`src/hw/adpc_defines.svh`:
```
// constants for the audio dac pin control block
// Notes on behaviour
// - zero-detect goes high after 8192 frame periods of all-zero data on every channel
// - zero-detect drops at once when any channel data is nonzero
// - power-down input low holds power-down and resets all control state to defaults
// - parallel mode: soft-mute pin high starts mute ramp, low releases mute
// - parallel mode: format pin low is 32-bit msb-justified, high is 32-bit i2s
// - interface-select low gives 3-wire serial; high gives i2c or parallel
// - in 3-wire mode the mode pin serves as chip address bit 0
// - in i2c or 3-wire mode chip address bit 1 is compared for addressing
// - per-channel attenuation 0 to -127 db in 0.5 db steps plus mute
// - de-emphasis offered for 32, 44.1 and 48 khz sample rates
// - parallel mode: both tdm selector pins choose the tdm mode
// - 3-wire mode answers only while chip select is low; bits shift on serial clock
// - i2c mode shifts control bits in and out on the serial clock line
// - serial audio accepted as msb-justified, lsb-justified, i2s and tdm; decode never selects lsb, i2s and tdm only in parallel mode
// - tdm code 00 stereo, 01 tdm128, 10 tdm256, 11 tdm512
`ifndef ADPC_DEFINES_SVH
`define ADPC_DEFINES_SVH
`define ADPC_ZERO_FRAMES 14'h2000
`define ADPC_ZERO_CNT_W 14
`define ADPC_SLOT_W 32
`define ADPC_ATTEN_MUTE 8'hff
`define ADPC_ATTEN_DEFAULT 8'h00
`define ADPC_RAMP_STEP_FRAMES 4'h4
`define ADPC_OSR 9'h100
`endif

```
`src/hw/adpc_pkg.sv`:
```
// types for the audio dac pin control block
package adpc_pkg;
    typedef enum logic [1:0] {
        ADPC_CTL_THREEWIRE = 2'b00,
        ADPC_CTL_TWOWIRE = 2'b01,
        ADPC_CTL_PARALLEL = 2'b10
    } adpc_ctl_mode_type;
    typedef enum logic [1:0] {
        ADPC_TDM_STEREO = 2'b00,
        ADPC_TDM_128 = 2'b01,
        ADPC_TDM_256 = 2'b10,
        ADPC_TDM_512 = 2'b11
    } adpc_tdm_type;
    typedef enum logic [1:0] {
        ADPC_FMT_MSB = 2'b00,
        ADPC_FMT_LSB = 2'b01,
        ADPC_FMT_I2S = 2'b10
    } adpc_fmt_type;
    typedef enum logic [1:0] {
        ADPC_DEEMPH_OFF = 2'b00,
        ADPC_DEEMPH_32K = 2'b01,
        ADPC_DEEMPH_441K = 2'b10,
        ADPC_DEEMPH_48K = 2'b11
    } adpc_deemph_type;
    typedef struct packed {
        adpc_ctl_mode_type ctlMode;
        adpc_fmt_type fmt;
        adpc_tdm_type tdm;
        logic addrBit0;
        logic addrBit1;
        logic addrCheck;
    } adpc_cfg_type;
endpackage

```
`src/hw/adpc_pin_ctrl.sv`:
```
// pin-level control, mode decode, soft mute and zero detection
`timescale 1ns/100ps
`include "adpc_defines.svh"
module adpc_pin_ctrl
    import adpc_pkg::*;
(
    input wire logic core_clk, // master clock
    input wire logic rst, // synchronous reset, active high
    input wire logic power_down_n, // power-down pin, low active
    input wire logic iface_select_pin, // low: three-wire, high: i2c or parallel
    input wire logic control_mode_pin, // i2c/parallel select or address bit 0
    input wire logic chip_addr_bit1, // chip address bit 1
    input wire logic soft_mute_pin, // parallel-mode soft mute
    input wire logic format_select_pin, // parallel-mode audio format
    input wire logic tdm_select_bit0, // parallel-mode tdm selector 0
    input wire logic tdm_select_bit1, // parallel-mode tdm selector 1
    input wire logic ctrl_chip_select_n, // three-wire chip select, low active
    input wire logic ctrl_serial_clk, // three-wire or i2c serial clock
    input wire logic audio_bit_clk, // audio bit clock
    input wire logic audio_frame_clk, // audio frame clock
    input wire logic [3:0] audioDataIn, // audio_data_in_0..3
    input wire logic [7:0] atten [8], // per-channel attenuation, 0.5 db steps
    input wire adpc_deemph_type deemphSel, // de-emphasis rate select
    output logic zero_detect_out, // all channels zero
    output adpc_cfg_type cfg, // decoded configuration
    output logic powerDown, // power-down state
    output logic muteActive, // soft mute ramp running or held
    output logic [7:0] muteLevel, // current soft mute attenuation
    output logic [7:0] effAtten [8], // applied attenuation per channel
    output adpc_deemph_type deemphAct, // de-emphasis in use
    output logic ctrlSelected, // control access enabled
    output logic ctrlShiftPulse, // serial control bit strobe
    output logic [8:0] osrRatio // interpolation ratio
);
    // every pin is foreign to core_clk, so all pass two flip-flops
    localparam int NSYNC = 16;
    logic [NSYNC-1:0] pinRaw;
    logic [NSYNC-1:0] syncA_r;
    logic [NSYNC-1:0] syncB_r;
    assign pinRaw = {audioDataIn, audio_frame_clk, audio_bit_clk, ctrl_serial_clk,
        ctrl_chip_select_n, tdm_select_bit1, tdm_select_bit0, format_select_pin,
        soft_mute_pin, chip_addr_bit1, control_mode_pin, iface_select_pin, power_down_n};

    // two-stage synchronisers
    // cleared to zero so no false edge follows reset; power-down reads active
    always_ff @(posedge core_clk) begin
        if (rst) begin
            syncA_r <= '0;
            syncB_r <= '0;
        end else begin
            syncA_r <= pinRaw;
            syncB_r <= syncA_r;
        end
    end


    // unpack the synchronised pins by role
    logic pdnS, ifSelS, modeS, cad1S, smuteS, difS, tdm0S, tdm1S, csnS, cclkS, bickS, lrckS;
    logic [3:0] dataS;
    assign {dataS, lrckS, bickS, cclkS, csnS, tdm1S, tdm0S, difS, smuteS, cad1S, modeS,
        ifSelS, pdnS} = syncB_r;

    // power-down forces all control state back to defaults
    logic ctlRst;
    assign ctlRst = rst | ~pdnS;
    assign powerDown = ~pdnS;

    // mode decode
    // straps only give format and tdm once both select pins are high
    adpc_cfg_type cfg_nxt;
    always_comb begin
        cfg_nxt = '0;
        if (!ifSelS) begin
            cfg_nxt.ctlMode = ADPC_CTL_THREEWIRE;
            cfg_nxt.addrBit0 = modeS;
        end else if (!modeS) begin
            cfg_nxt.ctlMode = ADPC_CTL_TWOWIRE;
        end else begin
            cfg_nxt.ctlMode = ADPC_CTL_PARALLEL;
        end
        cfg_nxt.addrCheck = (cfg_nxt.ctlMode != ADPC_CTL_PARALLEL);
        cfg_nxt.addrBit1 = cfg_nxt.addrCheck & cad1S;
        if (cfg_nxt.ctlMode == ADPC_CTL_PARALLEL) begin
            cfg_nxt.fmt = difS ? ADPC_FMT_I2S : ADPC_FMT_MSB;
            cfg_nxt.tdm = adpc_tdm_type'({tdm1S, tdm0S});
        end else begin
            cfg_nxt.fmt = ADPC_FMT_MSB;
            cfg_nxt.tdm = ADPC_TDM_STEREO;
        end
    end

    // configuration register
    // registered so decode glitches on strap changes never reach the outputs
    always_ff @(posedge core_clk) begin
        if (ctlRst) begin
            cfg <= '0;
        end else begin
            cfg <= cfg_nxt;
        end
    end

    // edge detection on the synchronised clocks
    logic bickD_r, lrckD_r, cclkD_r;
    always_ff @(posedge core_clk) begin
        if (rst) begin
            bickD_r <= 1'b0;
            lrckD_r <= 1'b0;
            cclkD_r <= 1'b0;
        end else begin
            bickD_r <= bickS;
            lrckD_r <= lrckS;
            cclkD_r <= cclkS;
        end
    end

    // one-cycle strobes; a link clock above half core rate would be missed
    logic bickRise, lrckRise, lrckEdge, cclkRise;
    assign bickRise = bickS & ~bickD_r;
    assign lrckRise = lrckS & ~lrckD_r;
    assign lrckEdge = lrckS ^ lrckD_r;
    assign cclkRise = cclkS & ~cclkD_r;

    // control port enable and bit strobe
    always_comb begin
        case (cfg.ctlMode)
            ADPC_CTL_THREEWIRE: ctrlSelected = ~csnS;
            ADPC_CTL_TWOWIRE: ctrlSelected = 1'b1;
            default: ctrlSelected = 1'b0;
        endcase
    end
    assign ctrlShiftPulse = ctrlSelected & cclkRise & ~powerDown;

    // per-slot nonzero tracking: any one bit in a half-frame marks it live
    logic slotNonzero_r;
    logic anyBit;
    assign anyBit = |dataS;
    always_ff @(posedge core_clk) begin
        if (ctlRst) begin
            slotNonzero_r <= 1'b0;
        end else if (lrckEdge) begin
            slotNonzero_r <= bickRise & anyBit;
        end else if (bickRise && anyBit) begin
            slotNonzero_r <= 1'b1;
        end
    end
    // live now, or earlier in this half-frame
    logic liveNow;
    assign liveNow = slotNonzero_r | (bickRise & anyBit);

    // zero frame counter, saturates at the threshold
    // saturating rather than wrapping keeps the flag up through long silence
    logic [`ADPC_ZERO_CNT_W-1:0] zeroCnt_r;
    always_ff @(posedge core_clk) begin
        if (ctlRst || liveNow) begin
            zeroCnt_r <= '0;
        end else if (lrckRise && zeroCnt_r != `ADPC_ZERO_FRAMES) begin
            zeroCnt_r <= zeroCnt_r + 1'b1;
        end
    end

    // zero flag; the live term clears it on the edge after a live bit is seen, one cycle before the counter would
    always_ff @(posedge core_clk) begin
        if (ctlRst) begin
            zero_detect_out <= 1'b0;
        end else begin
            zero_detect_out <= (zeroCnt_r == `ADPC_ZERO_FRAMES) & ~liveNow;
        end
    end

    // soft mute ramp: one half-db step every few frames, up to full mute
    // free-running divider: the first step may come up to three frames early
    logic [3:0] rampDiv_r;
    logic rampTick;
    assign rampTick = lrckRise && rampDiv_r == `ADPC_RAMP_STEP_FRAMES - 4'h1;
    always_ff @(posedge core_clk) begin
        if (ctlRst) begin
            rampDiv_r <= '0;
        end else if (lrckRise) begin
            rampDiv_r <= rampTick ? 4'h0 : rampDiv_r + 4'h1;
        end
    end

    // the mute pin only counts in parallel mode
    logic smuteReq;
    assign smuteReq = (cfg.ctlMode == ADPC_CTL_PARALLEL) & smuteS;
    always_ff @(posedge core_clk) begin
        if (ctlRst) begin
            muteLevel <= '0;
        end else if (!smuteReq) begin
            muteLevel <= '0;
        end else if (rampTick && muteLevel != `ADPC_ATTEN_MUTE) begin
            muteLevel <= muteLevel + 8'h01;
        end
    end
    // active while requested or while any mute attenuation remains
    assign muteActive = smuteReq | (muteLevel != 8'h00);

    // per-channel attenuation, the larger of volume and mute wins
    genvar ch;
    generate
        for (ch = 0; ch < 8; ch++) begin : g_chan
            always_ff @(posedge core_clk) begin
                if (ctlRst) begin
                    effAtten[ch] <= `ADPC_ATTEN_DEFAULT;
                end else begin
                    effAtten[ch] <= (atten[ch] > muteLevel) ? atten[ch] : muteLevel;
                end
            end
        end
    endgenerate


    // de-emphasis selection and fixed oversampling ratio
    // the ratio is fixed; kept in a register so reset shows it too
    always_ff @(posedge core_clk) begin
        if (ctlRst) begin
            deemphAct <= ADPC_DEEMPH_OFF;
            osrRatio <= `ADPC_OSR;
        end else begin
            deemphAct <= deemphSel;
            osrRatio <= `ADPC_OSR;
        end
    end
endmodule

```
`config.mk`:
```
export PLATFORM = sky130hd
export DESIGN_NAME = adpc_pin_ctrl
export DESIGN_NICKNAME = d
export VERILOG_FILES = /design/src/hw/adpc_pkg.sv /design/src/hw/adpc_pin_ctrl.sv
export VERILOG_INCLUDE_DIRS = /design/src /design/src/hw
export SDC_FILE = /design/constraint.sdc
export NUM_CORES = 1
export LEC_CHECK = 0
export ABC_CLOCK_PERIOD_IN_PS = 2700
export BUFFER_PORTS_ARGS = -buffer_cell sky130_fd_sc_hd__buf_2
export CAP_MARGIN = 20
export CORE_MARGIN = 1.5
export CORE_UTILIZATION = 54
export DETAILED_ROUTE_END_ITERATION = 8
export PLACE_DENSITY_LB_ADDON = 0.2
export SYNTH_ARGS = -nofsm -noshare
export SYNTH_HDL_FRONTEND = slang
export SYNTH_SLANG_ARGS = --single-unit
```
`constraint.sdc`:
```
create_clock -name core_clk -period 2.7 [get_ports core_clk]
set_clock_uncertainty 0.15 [all_clocks]
set_input_delay 0.54 -clock core_clk [delete_from_list [all_inputs] [get_ports core_clk]]
set_output_delay 0.54 -clock core_clk [all_outputs]
set_load 0.01 [all_outputs]
```
== After elaboration in Yosys (flattened, before gate mapping) ==
Index checks and enable logic that the tools add are counted.
Storage, ports and cells
  register bits after elaboration: 138
  latch bits: 0
  memory bits (writable): 0
  ROM bits: 0
  input bits: 84
  output and inout bits: 97
  word-level logic and storage cells: 92
  memories kept: 0
Operators by class
  add/subtract/negate cells: 3
  multipliers: 0
  divide/modulo/power cells: 0
  magnitude comparators: 8
  equal/unequal tests: 8
  shift-type cells: 0
  multiplexer cells: 15
  bitwise gates (word level): 21
  reduce and logical (&&, ||, !) cells: 12
Operator list (count)
  > comparator 8 bit: 8
  two-way mux 8 bit: 8
  adder 14 x 1 -> 14 bit, second input constant: 1
  == test 14 bit, second input constant: 1
  inequality test 14 bit, second input constant: 1
  bitwise AND 1 bit: 9
  adder 8 x 1 -> 8 bit, second input constant: 1
  inequality test 8 bit, second input constant: 1
  inverter 1 bit: 8
  nonzero test 8 bit: 1
  two-way mux 2 bit: 3
  OR reduction 2 bit: 3
  adder 4 x 1 -> 4 bit, second input constant: 1
  == test 2 bit, second input constant: 2
  == test 4 x 2 -> 1 bit, second input constant: 1
  logical AND 1 bit: 4
  two-way mux 4 bit: 1
  OR reduction 4 bit: 1
  bitwise OR 1 bit: 3
  == test 2 x 1 -> 1 bit, second input constant: 1
  logical NOT 2 bit: 1
  two-way mux 1 bit: 2
  inequality test 2 bit, second input constant: 1
  one-hot mux 1 bit (2 select lines): 1
  3 further kinds: 3

== Longest topological paths before layout ==
  word-level depth: 6
  gate-level depth with buffers: 8
  mapped depth without buffers: 7

== Worst setup path after synthesis ==
No wires, ideal clock.
  path kind: register -> register
  start: register muteLevel[3]
  end: register effAtten[48] (netlist name)
  library setup time: 0.149 ns
  arrival time: 2.176 ns
  data required time: 2.401 ns
  slack: 0.224 ns
  cell stages (with the launch flop): 8
  path buffers: 1
  clock period less this slack: 2.476 ns
  cells stage by stage: dfxtp_1 > inv_1 > clkbuf_1 > ha_1 > nand4_1 > inv_1 > o211ai_1 > o221ai_1
On the way
  word-level cells in the longest chain between the ends: 2
RTL lines
  start, declared: RTL line adpc_pin_ctrl.sv:28  | output logic [7:0] muteLevel,
  start signal, assigned: RTL line adpc_pin_ctrl.sv:192  | muteLevel <= muteLevel + 8'h01;
  > comparator 8 bit: RTL line adpc_pin_ctrl.sv:206  | effAtten[ch] <= (atten[ch] > muteLevel) ? atten[ch] : muteLevel;
  two-way mux 8 bit: RTL line adpc_pin_ctrl.sv:206
  end signal, assigned by index: RTL line adpc_pin_ctrl.sv:204  | effAtten[ch] <= `ADPC_ATTEN_DEFAULT;
  end signal, assigned by index: RTL line adpc_pin_ctrl.sv:206
  end, declared: RTL line adpc_pin_ctrl.sv:29  | output logic [7:0] effAtten [8],
No other way between the ends.
A chain may end at the register's enable or synchronous reset.

== Worst setup path in the final report ==
  start: register muteLevel[0]
  end: output port muteActive
On the way
  word-level cells in the longest chain between the ends: 2
RTL lines
  nonzero test 8 bit: RTL line adpc_pin_ctrl.sv:196  | assign muteActive = smuteReq | (muteLevel != 8'h00);
  bitwise OR 1 bit: RTL line adpc_pin_ctrl.sv:196
  end, declared: RTL line adpc_pin_ctrl.sv:27  | output logic muteActive,
No other way between the ends.

==> reports/results.ini <==
[power]
static-leakage-power_nw=3.83
vdd_drop_max_mv=0.425
power_density_mw_per_mm2=544
power_switching_share_pct=26.2
clockPowerShare_pct=47.9
intPower_mw=3.54
power.switching_mw=1.25
power_frac_seq_pct=43.2
p_comb_share_pct=8.8

[grt]
grt_util_all_layers_pct=28.7
top_usage_layer=met2
grt_max_degree=24
met1_usage_pct=38.3
grt_use_met2_pct=44.8
antenna_found_initial=0
grt_pass1_vias=6124
grtUsageMet3_pct=7.05
grt_pass1_wl_microns=31500
grt.overflow.total=0

[finish]
fillers=1060
nNetsFinal=1162
utilization_pct=68.9
syn2layout_area_growth_pct=23.0
finalInstanceArea_sq_mm=0.00880
drive_gt1_share_pct=24.7
layout_common_cells=buf_2 (170), dfxtp_1 (137), nor2_1 (100)
mostFrequentLayoutCell=buf_2
antennaDiodeCount=0

[synthesis]
syn-instance-count=829
synthTopCellsByArea=dfxtp_1 (38%), ha_1 (12%), o221ai_1 (7.8%)
synth-seq-cells=137
syn_area_sq_mm=0.00716
ys_seq_area_share_pct=38.3
synth_cell_type_count=46
synthArstFlopShare_pct=0
ys.flop_type=dfxtp_1
yosys_warnings=0
avgSynthCellArea_sq_um=8.63
yosys.area.top_type=dfxtp_1
synth_top_area_share_pct=38.3
synth_edf_count=0

[timing]
finalHoldViolations=0
slew_viol_final=0
fin_tns_setup_ns=0
final.period_utilization_pct=97.4
tightestPinTransition_ns=0.696
fin_ws_ns=0.0694
fin_crit_ns=2.63
setup_viol=0
max_freq_ghz=0.380
max_slew_margin_pct=53.4
rsz0062_at_grt=false

[critical_path]
cp-start-kind=flip-flop
max_stage_delay_ns=0.67
r2r_slack_ns=0.26
worst-setup-path-type=flip-flop to output pin
regToRegEndpoint=effAtten[32]
end_kind=output pin
reg2reg_from=muteLevel[2]
crit_chain=inv_4 > ha_1 > nor4b_1 > nand3_1 > buf_2
cp.arrival_ns=1.94
cp_max_fo=10
cp_slowest_cell=dfxtp_1
required_ns=2.01
reg2reg_depth=5

[place]
placed_area_sq_mm=0.00822
portBuffers=170
gp_congestion=0.891
pre_cts_ws_ns=0.318
hpwl_microns=13700

[run]
cap_viol_max_count=0

[route]
dr.pass1.iters=7
vias=6872
drc=0
ant_nets=0
finalWirelength_microns=20300
drtIter0Drc=764
post_drt_wl_per_cell_microns=17.0
via_per_inst=5.76

[min_path]
hold_class=input port to flip-flop
min_to=deemphAct[1]
whs_path_depth=2
hp-start=deemphSel[1]

[die]
die_x_microns=118
num_rows=41
core_sq_mm=0.0128
dieHeight_microns=118
die_area_sq_mm=0.0140
ios=181
start_util_pct=56.0

[clock_tree]
clk_pin_slew_worst_paths_ns=0.06
cts_buffer_depth=2
clkLatencyLatePin_ns=0.43
cts_htree_levels=4
cts-root-buf=clkbuf_16
cts_tree=built
cts.sinks=137
post_cts_buffers=0
cts_buffers=17

[status]
outcome=complete, no violations

==> area by class of cell <==
type	instances	area [sq um]	area share, %
sequential	137	2740	31.1
multi-input combinational	612	4040	45.9
clock buffer	17	425	4.83
tap	172	215	2.44
clock inverter	15	154	1.75
timing repair buffer	192	1040	11.8
inverter	48	183	2.07
==> power by group through the flow <==
| stage | sequential, mW | clock [mW] | combinational [mW] |
|---|---|---|---|
| 4_1_cts | 2.07 | 2.31 | 0.415 |
| 3_3_place_gp | 2.12 | 0 | 0.403 |
| 5_1_grt | 2.07 | 2.41 | 0.471 |
| 2_1_floorplan | 2.12 | 0 | 0.260 |
| 6_report | 2.07 | 2.30 | 0.423 |
| 3_5_place_dp | 2.12 | 0 | 0.411 |
==> what timing repair did <==
item                                    CTS  global route
gates resized for setup                   0             1
hold buffers                              0             0
endpoints found under the setup margin    0             1
==> cells in the mapped netlist, types with 2 or more instances <==
master    number
a21oi_1       85
o211ai_1       8
clkbuf_1      11
or2_1          2
buf_1          7
a21bo_2        6
or3_1          4
a211oi_1      16
o21a_1         6
buf_2          5
nand4_2        3
clkinv_1       3
nor2_1       101
xnor2_1        9
o221ai_1      64
xor2_1         9
nor2b_1       37
buf_6          3
o211ai_2       2
dfxtp_1      137
nor3_1         7
and2_1         7
nand4_1       13
and4_1         4
conb_1         2
clkbuf_2       3
and3_1         4
mux2i_1        4
a21oi_2        2
nand2_1       82
a211oi_2       6
inv_1         41
nand3_1       11
o21ai_0       28
nor3b_1        2
ha_1          70
nor4b_1        3
buf_4         11
inv_2          4
==> metal layers <==
| metal | up-vias | part of all wire (%) |
|---|---|---|
| met3 | 50 | 9.1 |
| met4 | 0 | 2.9 |
| li1 | 3328 | - |
| met5 | - | 0 |
| met1 | 3127 | 43 |
| met2 | 367 | 45 |
==> registers in the layout, indices dropped and copies added (netlist names) <==
name	cells
syncB_r	16
bickD_r	1
deemphAct	2
zero_detect_out	1
rampDiv_r	4
syncA_r	16
zeroCnt_r	14
muteLevel	8
cfg	8
lrckD_r	1
cclkD_r	1
slotNonzero_r	1
effAtten	64
==> critical path: cells and delay by family, from the launching register on <==
family        cells  cell delay [ns]
fa+ha+maj         1             0.25
buf+inv           2             0.32
flops             1             0.67
simple gates      2             0.25
==> kinds of logic after synthesis <==
kind of cell	synth area share (%)
buf+inv	5.65
compound gates	21.7
fa+ha+maj	12.2
mux	0.559
xor+xnor	2.20
other cells	0.105
simple gates	19.3
flops	38.3
==> through the flow <==
stage / total power [mW] / std cells / hold slack, ns
6_report: 4.79 / 1193 / 0.152
5_1_grt: 4.96 / 1193 / 0.155
4_1_cts: 4.80 / 1193 / 0.149
3_5_place_dp: 2.53 / 1161 / 0.269
3_3_place_gp: 2.52 / 1161 / 0.262
2_1_floorplan: 2.38 / 837 / 0.256
==> worst max-delay path by stage <==
stage | from | slack [ns] | cells after the start | end
after floorplan | muteLevel[3] | 0.22 | 7 | effAtten[48]
after global placement | atten[41] | 0.37 | 7 | effAtten[41]
after detailed placement | atten[33] | 0.32 | 7 | effAtten[32]
after CTS | muteLevel[0] | 0.002 | 5 | muteActive
after global routing | muteLevel[0] | 0.02 | 5 | muteActive
final | muteLevel[0] | 0.07 | 5 | muteActive
Power figures use the tool's default switching activity.
